===== config.mk =====
export PLATFORM = sky130hd
export DESIGN_NAME = sasd_datapath
export DESIGN_NICKNAME = d
export VERILOG_FILES = /design/src/hdl/sasd_pkg.sv /design/src/hdl/sasd_lane.sv /design/src/hdl/sasd_datapath.sv
export SDC_FILE = /design/constraint.sdc
export NUM_CORES = 1
export LEC_CHECK = 0
export BUFFER_PORTS_ARGS = -buffer_cell sky130_fd_sc_hd__buf_2
export CORE_ASPECT_RATIO = 0.8
export CORE_MARGIN = 4
export CORE_UTILIZATION = 62
export CTS_BUF_LIST = sky130_fd_sc_hd__clkbuf_8
export DETAILED_ROUTE_END_ITERATION = 12
export PLACE_DENSITY = 0.95
export SETUP_SLACK_MARGIN = 0.5
export SYNTH_ARGS = -nofsm -noshare
export SYNTH_HDL_FRONTEND = slang
export SYNTH_SLANG_ARGS = --single-unit

===== constraint.sdc =====
create_clock -name clk_sys_i -period 2.3 [get_ports clk_sys_i]
set_input_delay 0.69 -clock clk_sys_i [delete_from_list [all_inputs] [get_ports clk_sys_i]]
set_output_delay 0.69 -clock clk_sys_i [all_outputs]
set_load 0.05 [all_outputs]

===== src/hdl/sasd_pkg.sv =====
// Constants and types shared by the packed add/subtract datapath
package sasd_pkg;
	// ****************************************************************
	// Operation select
	// ****************************************************************
	typedef enum logic [4:0] {
		OP_PAIR_Q15_ADD = 5'h00,
		OP_PAIR_Q15_ADD_SAT = 5'h01,
		OP_WORD_Q31_ADD_SAT = 5'h02,
		OP_QUAD_UBYTE_ADD = 5'h03,
		OP_QUAD_UBYTE_ADD_SAT = 5'h04,
		OP_QUAD_UBYTE_ADD_HALVE = 5'h05,
		OP_QUAD_UBYTE_ADD_HALVE_ROUND = 5'h06,
		OP_PAIR_UHALF_ADD = 5'h07,
		OP_PAIR_UHALF_ADD_SAT = 5'h08,
		OP_PAIR_SHALF_ADD_HALVE = 5'h09,
		OP_PAIR_SHALF_ADD_HALVE_ROUND = 5'h0A,
		OP_SWORD_ADD_HALVE = 5'h0B,
		OP_SWORD_ADD_HALVE_ROUND = 5'h0C,
		OP_PAIR_Q15_SUB = 5'h0D,
		OP_PAIR_Q15_SUB_SAT = 5'h0E,
		OP_WORD_Q31_SUB_SAT = 5'h0F,
		OP_QUAD_UBYTE_SUB = 5'h10,
		OP_QUAD_UBYTE_SUB_SAT = 5'h11,
		OP_QUAD_UBYTE_SUB_HALVE = 5'h12,
		OP_QUAD_UBYTE_SUB_HALVE_ROUND = 5'h13,
		OP_PAIR_UHALF_SUB = 5'h14,
		OP_PAIR_UHALF_SUB_SAT = 5'h15
	} sasd_op_t;

	// ****************************************************************
	// Lane formats handled by the lane unit
	// ****************************************************************
	typedef enum logic [2:0] {
		FMT_Q15 = 3'h0,
		FMT_Q31 = 3'h1,
		FMT_UBYTE = 3'h2,
		FMT_UHALF = 3'h3,
		FMT_SHALF = 3'h4,
		FMT_SWORD = 3'h5
	} sasd_fmt_t;

	// ****************************************************************
	// Control register flag field and exception codes
	// ****************************************************************
	localparam int OUFLAG_LSB = 16;
	localparam int OUFLAG_MSB = 23;
	localparam int OUFLAG_ADDSUB_BIT = 20;
	localparam logic [7:0] OUFLAG_RESET = 8'h00;
	localparam logic [4:0] EXC_CODE_NONE = 5'h00;
	localparam logic [4:0] EXC_CODE_RESERVED = 5'h0A;
	localparam logic [4:0] EXC_CODE_EXT_DISABLED = 5'h1A;
	localparam logic [31:0] RESULT_RESET = 32'h0000_0000;
endpackage : sasd_pkg


===== src/hdl/sasd_lane.sv =====
// One 32-bit packed add/subtract lane group with saturation and halving
`timescale 1ns/1ps
module sasd_lane
	import sasd_pkg::*;
(
	input wire logic [31:0] a_i, // First source low word
	input wire logic [31:0] b_i, // Second source low word
	input wire sasd_fmt_t fmt_i, // Lane format
	input wire logic sub_i, // Subtract when high
	input wire logic sat_i, // Clamp instead of wrap
	input wire logic halve_i, // Shift the wide result right
	input wire logic round_i, // Add one before halving
	output logic [31:0] res_o, // Packed result
	output logic ovf_o // Any lane overflowed or underflowed
);
	logic [3:0] byte_ovf;
	logic [1:0] half_ovf;
	logic [31:0] byte_res;
	logic [31:0] half_res;
	logic [31:0] word_res;
	logic word_ovf;

	// ****************************************************************
	// Byte lanes: unsigned, nine bits wide so no carry is lost
	// ****************************************************************
	for (genvar i = 0; i < 4; i++) begin : g_byte
		logic [8:0] wide;
		logic [8:0] rnd;
		always_comb begin
			wide = sub_i ? ({1'b0, a_i[8*i+:8]} - {1'b0, b_i[8*i+:8]})
				: ({1'b0, a_i[8*i+:8]} + {1'b0, b_i[8*i+:8]});
			rnd = wide + {8'h00, round_i};
			byte_ovf[i] = wide[8] && !halve_i;
			if (halve_i) begin
				byte_res[8*i+:8] = rnd[8:1];
			end else if (sat_i && wide[8]) begin
				byte_res[8*i+:8] = sub_i ? 8'h00 : 8'hFF;
			end else begin
				byte_res[8*i+:8] = wide[7:0];
			end
		end
	end

	// ****************************************************************
	// Halfword lanes: Q15, unsigned or signed, seventeen bits wide
	// ****************************************************************
	for (genvar i = 0; i < 2; i++) begin : g_half
		logic [16:0] ea;
		logic [16:0] eb;
		logic [16:0] wide;
		logic [16:0] rnd;
		logic uns;
		logic ov;
		always_comb begin
			uns = (fmt_i == FMT_UHALF);
			ea = {uns ? 1'b0 : a_i[16*i+15], a_i[16*i+:16]};
			eb = {uns ? 1'b0 : b_i[16*i+15], b_i[16*i+:16]};
			wide = sub_i ? ea - eb : ea + eb;
			rnd = wide + {16'h0000, round_i};
			ov = uns ? wide[16] : (wide[16] != wide[15]);
			half_ovf[i] = ov && !halve_i;
			if (halve_i) begin
				half_res[16*i+:16] = rnd[16:1];
			end else if (sat_i && ov && uns) begin
				half_res[16*i+:16] = sub_i ? 16'h0000 : 16'hFFFF;
			end else if (sat_i && ov) begin
				half_res[16*i+:16] = wide[16] ? 16'h8000 : 16'h7FFF;
			end else begin
				half_res[16*i+:16] = wide[15:0];
			end
		end
	end

	// ****************************************************************
	// Word lane: Q31 saturating or signed halving
	// ****************************************************************
	logic [32:0] wwide;
	logic [32:0] wrnd;
	always_comb begin
		wwide = sub_i ? {a_i[31], a_i} - {b_i[31], b_i}
			: {a_i[31], a_i} + {b_i[31], b_i};
		wrnd = wwide + {32'h0000_0000, round_i};
		word_ovf = (wwide[32] != wwide[31]) && !halve_i;
		if (halve_i) begin
			word_res = wrnd[32:1];
		end else if (word_ovf) begin
			word_res = wwide[32] ? 32'h8000_0000 : 32'h7FFF_FFFF;
		end else begin
			word_res = wwide[31:0];
		end
	end

	always_comb begin
		case (fmt_i)
			FMT_UBYTE: begin
				res_o = byte_res;
				ovf_o = |byte_ovf;
			end
			FMT_Q31, FMT_SWORD: begin
				res_o = word_res;
				ovf_o = word_ovf;
			end
			default: begin
				res_o = half_res;
				ovf_o = |half_ovf;
			end
		endcase
	end
endmodule // sasd_lane


===== src/hdl/sasd_datapath.sv =====
// Packed add/subtract execution datapath with flag update and trap checks
// Contract
// - Pair Q15 add lane by lane; saturating form clamps to Q15 range.
// - Q31 word add always saturates on overflow.
// - Quad unsigned byte add; saturating clamps to 0xFF, plain wraps.
// - Halving byte add shifts sums right one; rounding form adds one first.
// - Pair unsigned halfword add/sub; saturating clamps, plain wraps.
// - Halving signed halfword add keeps sign; rounding form adds one.
// - Halving signed word add keeps carry; rounding form adds one.
// - Pair Q15 subtract lane by lane; saturating form clamps.
// - Q31 word subtract always saturates on overflow.
// - Quad byte subtract; saturating clamps negatives to zero, plain wraps.
// - Halving byte subtract; rounding adds one at top discarded bit.
// - Result is 32 bits, sign-extended into the upper 32 bits.
// - Only destination register and overflow flag field are written.
// - Revision-two operations raise reserved-instruction when rev2 absent.
// - Extension disabled traps with state-disabled cause 26.
// - Never raise an arithmetic overflow exception.
`timescale 1ns/1ps
module sasd_datapath
	import sasd_pkg::*;
(
	input wire logic clk_sys_i, // Core clock, 25 MHz
	input wire logic rst_n_i, // Asynchronous reset, active low
	input wire logic issue_i, // Operation issued this cycle
	input wire sasd_op_t op_i, // Operation select
	input wire logic [63:0] src_a_i, // First source general register
	input wire logic [63:0] src_b_i, // Second source general register
	input wire logic extension_state_enable_i, // Extension enable from status
	input wire logic extension_present_bit_i, // Extension implemented
	input wire logic extension_rev2_present_bit_i, // Revision two implemented
	input wire logic ctrl_wr_i, // Explicit write of the flag field
	input wire logic [7:0] ctrl_flags_i, // Value for that write
	output logic wr_en_o, // Destination write strobe
	output logic [63:0] wr_data_o, // Destination value
	output logic exc_o, // Exception instead of write
	output logic [4:0] exc_code_o, // Exception cause code
	output logic [7:0] extension_control_flags_o // Control bits 23..16
);
	sasd_fmt_t fmt;
	logic sub;
	logic sat;
	logic halve;
	logic round;
	logic rev2;
	logic [31:0] lane_res;
	logic lane_ovf;
	logic wr_en_d, wr_en_q;
	logic [63:0] wr_data_d, wr_data_q;
	logic exc_d, exc_q;
	logic [4:0] exc_code_d, exc_code_q;
	logic [7:0] flags_d, flags_q;

	// ****************************************************************
	// Decode
	// ****************************************************************
	always_comb begin
		fmt = FMT_Q15;
		sub = 1'b0;
		sat = 1'b0;
		halve = 1'b0;
		round = 1'b0;
		rev2 = 1'b0;
		case (op_i)
			OP_PAIR_Q15_ADD: fmt = FMT_Q15;
			OP_PAIR_Q15_ADD_SAT: begin
				sat = 1'b1;
			end
			OP_WORD_Q31_ADD_SAT: begin
				fmt = FMT_Q31;
				sat = 1'b1;
			end
			OP_QUAD_UBYTE_ADD: fmt = FMT_UBYTE;
			OP_QUAD_UBYTE_ADD_SAT: begin
				fmt = FMT_UBYTE;
				sat = 1'b1;
			end
			OP_QUAD_UBYTE_ADD_HALVE, OP_QUAD_UBYTE_ADD_HALVE_ROUND: begin
				fmt = FMT_UBYTE;
				halve = 1'b1;
				round = (op_i == OP_QUAD_UBYTE_ADD_HALVE_ROUND);
				rev2 = 1'b1;
			end
			OP_PAIR_UHALF_ADD, OP_PAIR_UHALF_ADD_SAT: begin
				fmt = FMT_UHALF;
				sat = (op_i == OP_PAIR_UHALF_ADD_SAT);
				rev2 = 1'b1;
			end
			OP_PAIR_SHALF_ADD_HALVE, OP_PAIR_SHALF_ADD_HALVE_ROUND: begin
				fmt = FMT_SHALF;
				halve = 1'b1;
				round = (op_i == OP_PAIR_SHALF_ADD_HALVE_ROUND);
				rev2 = 1'b1;
			end
			OP_SWORD_ADD_HALVE, OP_SWORD_ADD_HALVE_ROUND: begin
				fmt = FMT_SWORD;
				halve = 1'b1;
				round = (op_i == OP_SWORD_ADD_HALVE_ROUND);
				rev2 = 1'b1;
			end
			OP_PAIR_Q15_SUB: sub = 1'b1;
			OP_PAIR_Q15_SUB_SAT: begin
				sub = 1'b1;
				sat = 1'b1;
			end
			OP_WORD_Q31_SUB_SAT: begin
				fmt = FMT_Q31;
				sub = 1'b1;
				sat = 1'b1;
			end
			OP_QUAD_UBYTE_SUB, OP_QUAD_UBYTE_SUB_SAT: begin
				fmt = FMT_UBYTE;
				sub = 1'b1;
				sat = (op_i == OP_QUAD_UBYTE_SUB_SAT);
			end
			OP_QUAD_UBYTE_SUB_HALVE, OP_QUAD_UBYTE_SUB_HALVE_ROUND: begin
				fmt = FMT_UBYTE;
				sub = 1'b1;
				halve = 1'b1;
				round = (op_i == OP_QUAD_UBYTE_SUB_HALVE_ROUND);
				rev2 = 1'b1;
			end
			OP_PAIR_UHALF_SUB, OP_PAIR_UHALF_SUB_SAT: begin
				fmt = FMT_UHALF;
				sub = 1'b1;
				sat = (op_i == OP_PAIR_UHALF_SUB_SAT);
				rev2 = 1'b1;
			end
			default: fmt = FMT_Q15;
		endcase
	end

	sasd_lane u_lane (
		.a_i(src_a_i[31:0]),
		.b_i(src_b_i[31:0]),
		.fmt_i(fmt),
		.sub_i(sub),
		.sat_i(sat),
		.halve_i(halve),
		.round_i(round),
		.res_o(lane_res),
		.ovf_o(lane_ovf)
	);

	// ****************************************************************
	// Result, trap and flag next state
	// ****************************************************************
	always_comb begin
		wr_en_d = 1'b0;
		wr_data_d = wr_data_q;
		exc_d = 1'b0;
		exc_code_d = EXC_CODE_NONE;
		flags_d = ctrl_wr_i ? ctrl_flags_i : flags_q;
		if (issue_i) begin
			// Presence is checked before enable, so a missing unit never reports 26
			if (!extension_present_bit_i || (rev2 && !extension_rev2_present_bit_i)) begin
				exc_d = 1'b1;
				exc_code_d = EXC_CODE_RESERVED;
			end else if (!extension_state_enable_i) begin
				exc_d = 1'b1;
				exc_code_d = EXC_CODE_EXT_DISABLED;
			end else begin
				// Overflow never traps; it only sets the sticky flag
				wr_en_d = 1'b1;
				wr_data_d = {{32{lane_res[31]}}, lane_res};
				if (lane_ovf) begin
					flags_d[OUFLAG_ADDSUB_BIT - OUFLAG_LSB] = 1'b1;
				end
			end
		end
	end

	always_ff @(posedge clk_sys_i or negedge rst_n_i) begin
		if (!rst_n_i) begin
			wr_en_q <= 1'b0;
			wr_data_q <= {RESULT_RESET, RESULT_RESET};
			exc_q <= 1'b0;
			exc_code_q <= EXC_CODE_NONE;
			flags_q <= OUFLAG_RESET;
		end else begin
			wr_en_q <= wr_en_d;
			wr_data_q <= wr_data_d;
			exc_q <= exc_d;
			exc_code_q <= exc_code_d;
			flags_q <= flags_d;
		end
	end

	assign wr_en_o = wr_en_q;
	assign wr_data_o = wr_data_q;
	assign exc_o = exc_q;
	assign exc_code_o = exc_code_q;
	assign extension_control_flags_o = flags_q;
endmodule // sasd_datapath


==> results of run 1 <==
## through the flow
stage               TNS [ns]  util (%)
floorplan             -88.09         -
global placement      -95.59      92.9
detailed placement   -111.91      92.9
## cell families after synthesis
family	synth area share, %
simple gates	24.4
mux	2.06
flops	10.5
fa+ha+maj	10.3
other cells	0.0365
buf+inv	7.50
compound gates	30.6
xor+xnor	14.7
==> out/metrics.cfg, run 1 <==
[placed_design]
port_buffers=160
placed_cell_area_um2=14900
post-place-ws_ns=-3.50
dp.cells=2198
dpl.hpwl_mm=45.2
place.gp.congestion=1.11

[clock_network]
numCtsBuffers=5
cts.root.buffer_cell=clkbuf_8
htreeDepth=2
clock-sinks=43
clock_path_buffers=2
holdBufCountCts=0
postCtsResizedCells=257
postCtsSetupRepairBufs=32

[synthesis]
synth_area_um2=10300
synth_top_cell_by_area=dfrtp_1
synthTopCellsByArea=dfrtp_1 10%, ha_1 8.8%, xnor2_1 8.4%
synth_edf_count=0
synthArstFlopShare_pct=100
synth-main-ff-cell=dfrtp_1
synth.most_common_cell=nand2_1
synth_area_per_cell_um2=7.17
synthTopCellsByCount=152 x nand2_1, 128 x a21oi_1, 111 x o21ai_0, 102 x nor2_1, 98 x xnor2_1
synth_cells=1433
netlist.area_leader.share_pct=10.5
synth.distinct_cells=104
ys_seq_area_share_pct=10.5
ys.warnings.count=0
synth-seq-cells=43

[floorplan]
die_height_um=123
die_x_um=152
floorplan.initialDensity_pct=64.2
pin_count=227
rows=41

[run_status]
lastStage=4_1_cts
status=did not finish
error=[ERROR DPL-0038] Utilization greater than 100%, impossible to legalize

==> run 2: changes to the inputs <==
--- a/config.mk
+++ b/config.mk
@@ -6,13 +6,10 @@
 export NUM_CORES = 1
 export LEC_CHECK = 0
 export BUFFER_PORTS_ARGS = -buffer_cell sky130_fd_sc_hd__buf_2
-export CORE_ASPECT_RATIO = 0.8
 export CORE_MARGIN = 4
-export CORE_UTILIZATION = 62
-export CTS_BUF_LIST = sky130_fd_sc_hd__clkbuf_8
+export CORE_UTILIZATION = 40
 export DETAILED_ROUTE_END_ITERATION = 12
-export PLACE_DENSITY = 0.95
-export SETUP_SLACK_MARGIN = 0.5
+export PLACE_DENSITY_LB_ADDON = 0.15
 export SYNTH_ARGS = -nofsm -noshare
 export SYNTH_HDL_FRONTEND = slang
 export SYNTH_SLANG_ARGS = --single-unit
==> out/metrics.cfg, run 2 <==
[placed_design]
dpl.hpwl_mm=35.4  ; -22%
port_buffers=160  ; unchanged
dp.cells=2349  ; +6.9%
place.gp.congestion=0.967  ; -13%
placed_cell_area_um2=15300  ; +3.0%

[detailed_routing]
drt_iter0_markers=1160
drc=0
vias=13100
wl_per_cell_um=17.4
viasPerCell=5.50
drtPass1Iterations=5
ant_nets=0
drt_wl_total_mm=41.4

[timing]
slew_violations=0
fmax_mhz=198
holdWs_ns=0.470
hold_viol_final=0
max-slew-margin-rel_pct=55.5
rsz0062_at_grt=yes
worstMarginPinSlew_ns=0.667
setup_viol=33
fin_crit_sh_pct=220
tns_ns=-86.89
min_period_ns=5.06
finalClockSkew_ns=0
fin_ws_ns=-2.76

[pwr]
total_power_uw=11900
switching_power_uw=6200
seqPwrFrac_pct=9.4
powerDensity_nw_per_um2=735
clkPwrFrac_pct=6.0
p_leak_uw=0.00757
combPwrFrac_pct=84.6
p_sw_share_pct=52.1
irDropWorstVdd_uv=899
intPower_uw=5690

[finish]
layout_common_cells=527 x buf_4, 158 x buf_2, 143 x nand2_1
drive_gt1_share_pct=44.5
final_nets=2273
diodes=0
syn2layout_area_growth_pct=57.4
instances_no_fill=2380
final_common_cell=buf_4
fin_area_um2=16200
largest_reg_flops=32

[grt]
antenna_found_initial=0
grt_pass1_wl_mm=65.2
grt_max_degree=44
grt_overflow=0
grt_pass1_vias=12300
track_usage_pct=28.0

[clock_network]
clkTransAtPathRegs_ns=0.07
clock-sinks=43  ; unchanged
numCtsBuffers=5  ; unchanged
htreeDepth=2  ; unchanged
holdBufCountCts=0  ; unchanged
clkLatencyLatePin_ns=0.29
cts_tree=done
clock_path_buffers=2  ; unchanged
cts.root.buffer_cell=clkbuf_16

[synthesis]
synthAdderAreaFrac_pct=10.3  ; unchanged
synth_edf_count=0  ; unchanged
synth_area_per_cell_um2=7.17  ; unchanged
synth-simple-area-share_pct=24.4  ; unchanged
synth_top_cell_by_area=dfrtp_1
synth_xor_area_share_pct=14.7  ; unchanged
synth.most_common_cell=nand2_1
synthTopCellsByCount=152 x nand2_1, 128 x a21oi_1, 111 x o21ai_0, 102 x nor2_1, 98 x xnor2_1
synth-seq-cells=43  ; unchanged
synth_compound_area_share_pct=30.6  ; unchanged
synth_mux_area_share_pct=2.06  ; unchanged
ys.warnings.count=0  ; unchanged
ys_seq_area_share_pct=10.5  ; unchanged
synth_top_family_by_area=compound AO/OA/AOI/OAI gates
netlist.area_leader.share_pct=10.5  ; unchanged
synth.distinct_cells=104  ; unchanged
synth_cells=1433  ; unchanged
synth-main-ff-cell=dfrtp_1
synth_area_um2=10300  ; unchanged
synthTopCellsByArea=dfrtp_1 10%, ha_1 8.8%, xnor2_1 8.4%
synthArstFlopShare_pct=100  ; unchanged

[flow_run]
drv_cap=0

[setup_path]
r2r_slack_ns=1.08
cp-end-kind=flop
cp_data_required_time_ns=2.48
cp-startpoint=src_b_i[10]
reg2regPathDepth=3
r2r-end=wr_data_o[31]
cp_max_fo=3
worstSetupStartpointType=primary input
rr_startpoint=wr_data_o[31]
critical_path_class=primary input to flop
crit_arrival_ns=5.24

[floorplan]
die_x_um=168  ; +11%
floorplan.initialDensity_pct=40.7  ; -24 points
die_height_um=168  ; +37%
rows=58  ; +41%
die_area_um2=28300
pin_count=227  ; unchanged
core_area_um2=25300

[run_status]
violations=negative setup slack
status=finished, violations left

[min_path]
min_path_type=primary input to async pin

==> run 2: cell counts after synthesis <==
No cell type changed its count.
==> run 2: what timing repair did <==
action / CTS / global route
gates cloned: 0 / 0
resized for setup: 59 / 76
hold endpoints to repair: 0 / 0
setup endpoints to repair: 34 / 34
setup buffers: 12 / 15
pin swaps: 39 / 62
==> run 2: critical path: stages <==
cell     delay, ns
buf_6         0.09
or3_4         0.37
or3_4         0.34
or4_4         0.45
or3_4         0.38
buf_6         0.14
o31ai_4       0.18
xnor2_1       0.15
ha_1          0.28
a21o_1        0.19
a21o_1        0.20
a21oi_2       0.18
nand3_2       0.14
buf_4         0.16
buf_4         0.14
xor2_2        0.14
and2_4        0.18
and4_1        0.22
a31oi_1       0.09
and3_4        0.18
o32a_1        0.34
==> run 2: layout make-up <==
type                            count  area, um2
Tap cell                          330        413
Multi-Input combinational cell   1237       9100
Fill cell                        2333       9090
Clock buffer                        6        129
Timing Repair Buffer              722       5280
Sequential cell                    43       1080
Clock inverter                      2       12.5
Inverter                           40        153
==> run 2: through the flow <==
step / setup slack, ns / util [%]
floorplan: -3.01 / -
global route: -2.95 / 64.0
detailed placement: -3.15 / 60.6
finish: -2.76 / 64.0
CTS: -2.72 / 62.5
global placement: -3.10 / 60.6
==> run 2: worst max-delay path by stage <==
stage	to	slack, ns	cells after the start
after floorplan	wr_data_o[30]	-3.01	17
after global placement	wr_data_o[30]	-3.10	17
after detailed placement	wr_data_o[30]	-3.15	17
after CTS	wr_data_o[30]	-2.72	17
after global routing	wr_data_o[19]	-2.95	21
final	wr_data_o[30]	-2.76	21
==> run 2: layer usage <==
layer	share of wire (%)	vias up	wire length [um]	track usage [%]
met5	0	-	0	0
met4	1.5	0	632	4.98
met3	5.9	51	2460	1.10
met2	45	467	18600	46.0
met1	48	6111	19700	41.4
li1	-	6468	-	-
==> run 2: kinds of logic after synthesis <==
kind of cell,after synthesis
compound gates,479
xor+xnor,167
fa+ha+maj,83
buf+inv,154
flops,43
mux,19
other cells,1
simple gates,487
==> run 2: power by group through the flow <==
stage / registers, uW / logic (uW) / clock network (uW)
2_1_floorplan: 1880 / 4940 / 0
3_3_place_gp: 1130 / 9280 / 0
3_5_place_dp: 1140 / 9370 / 0
4_1_cts: 1130 / 9620 / 719
5_1_grt: 1160 / 10700 / 744
6_report: 1120 / 10000 / 712
No activity file was read; power rests on OpenSTA's default activity.
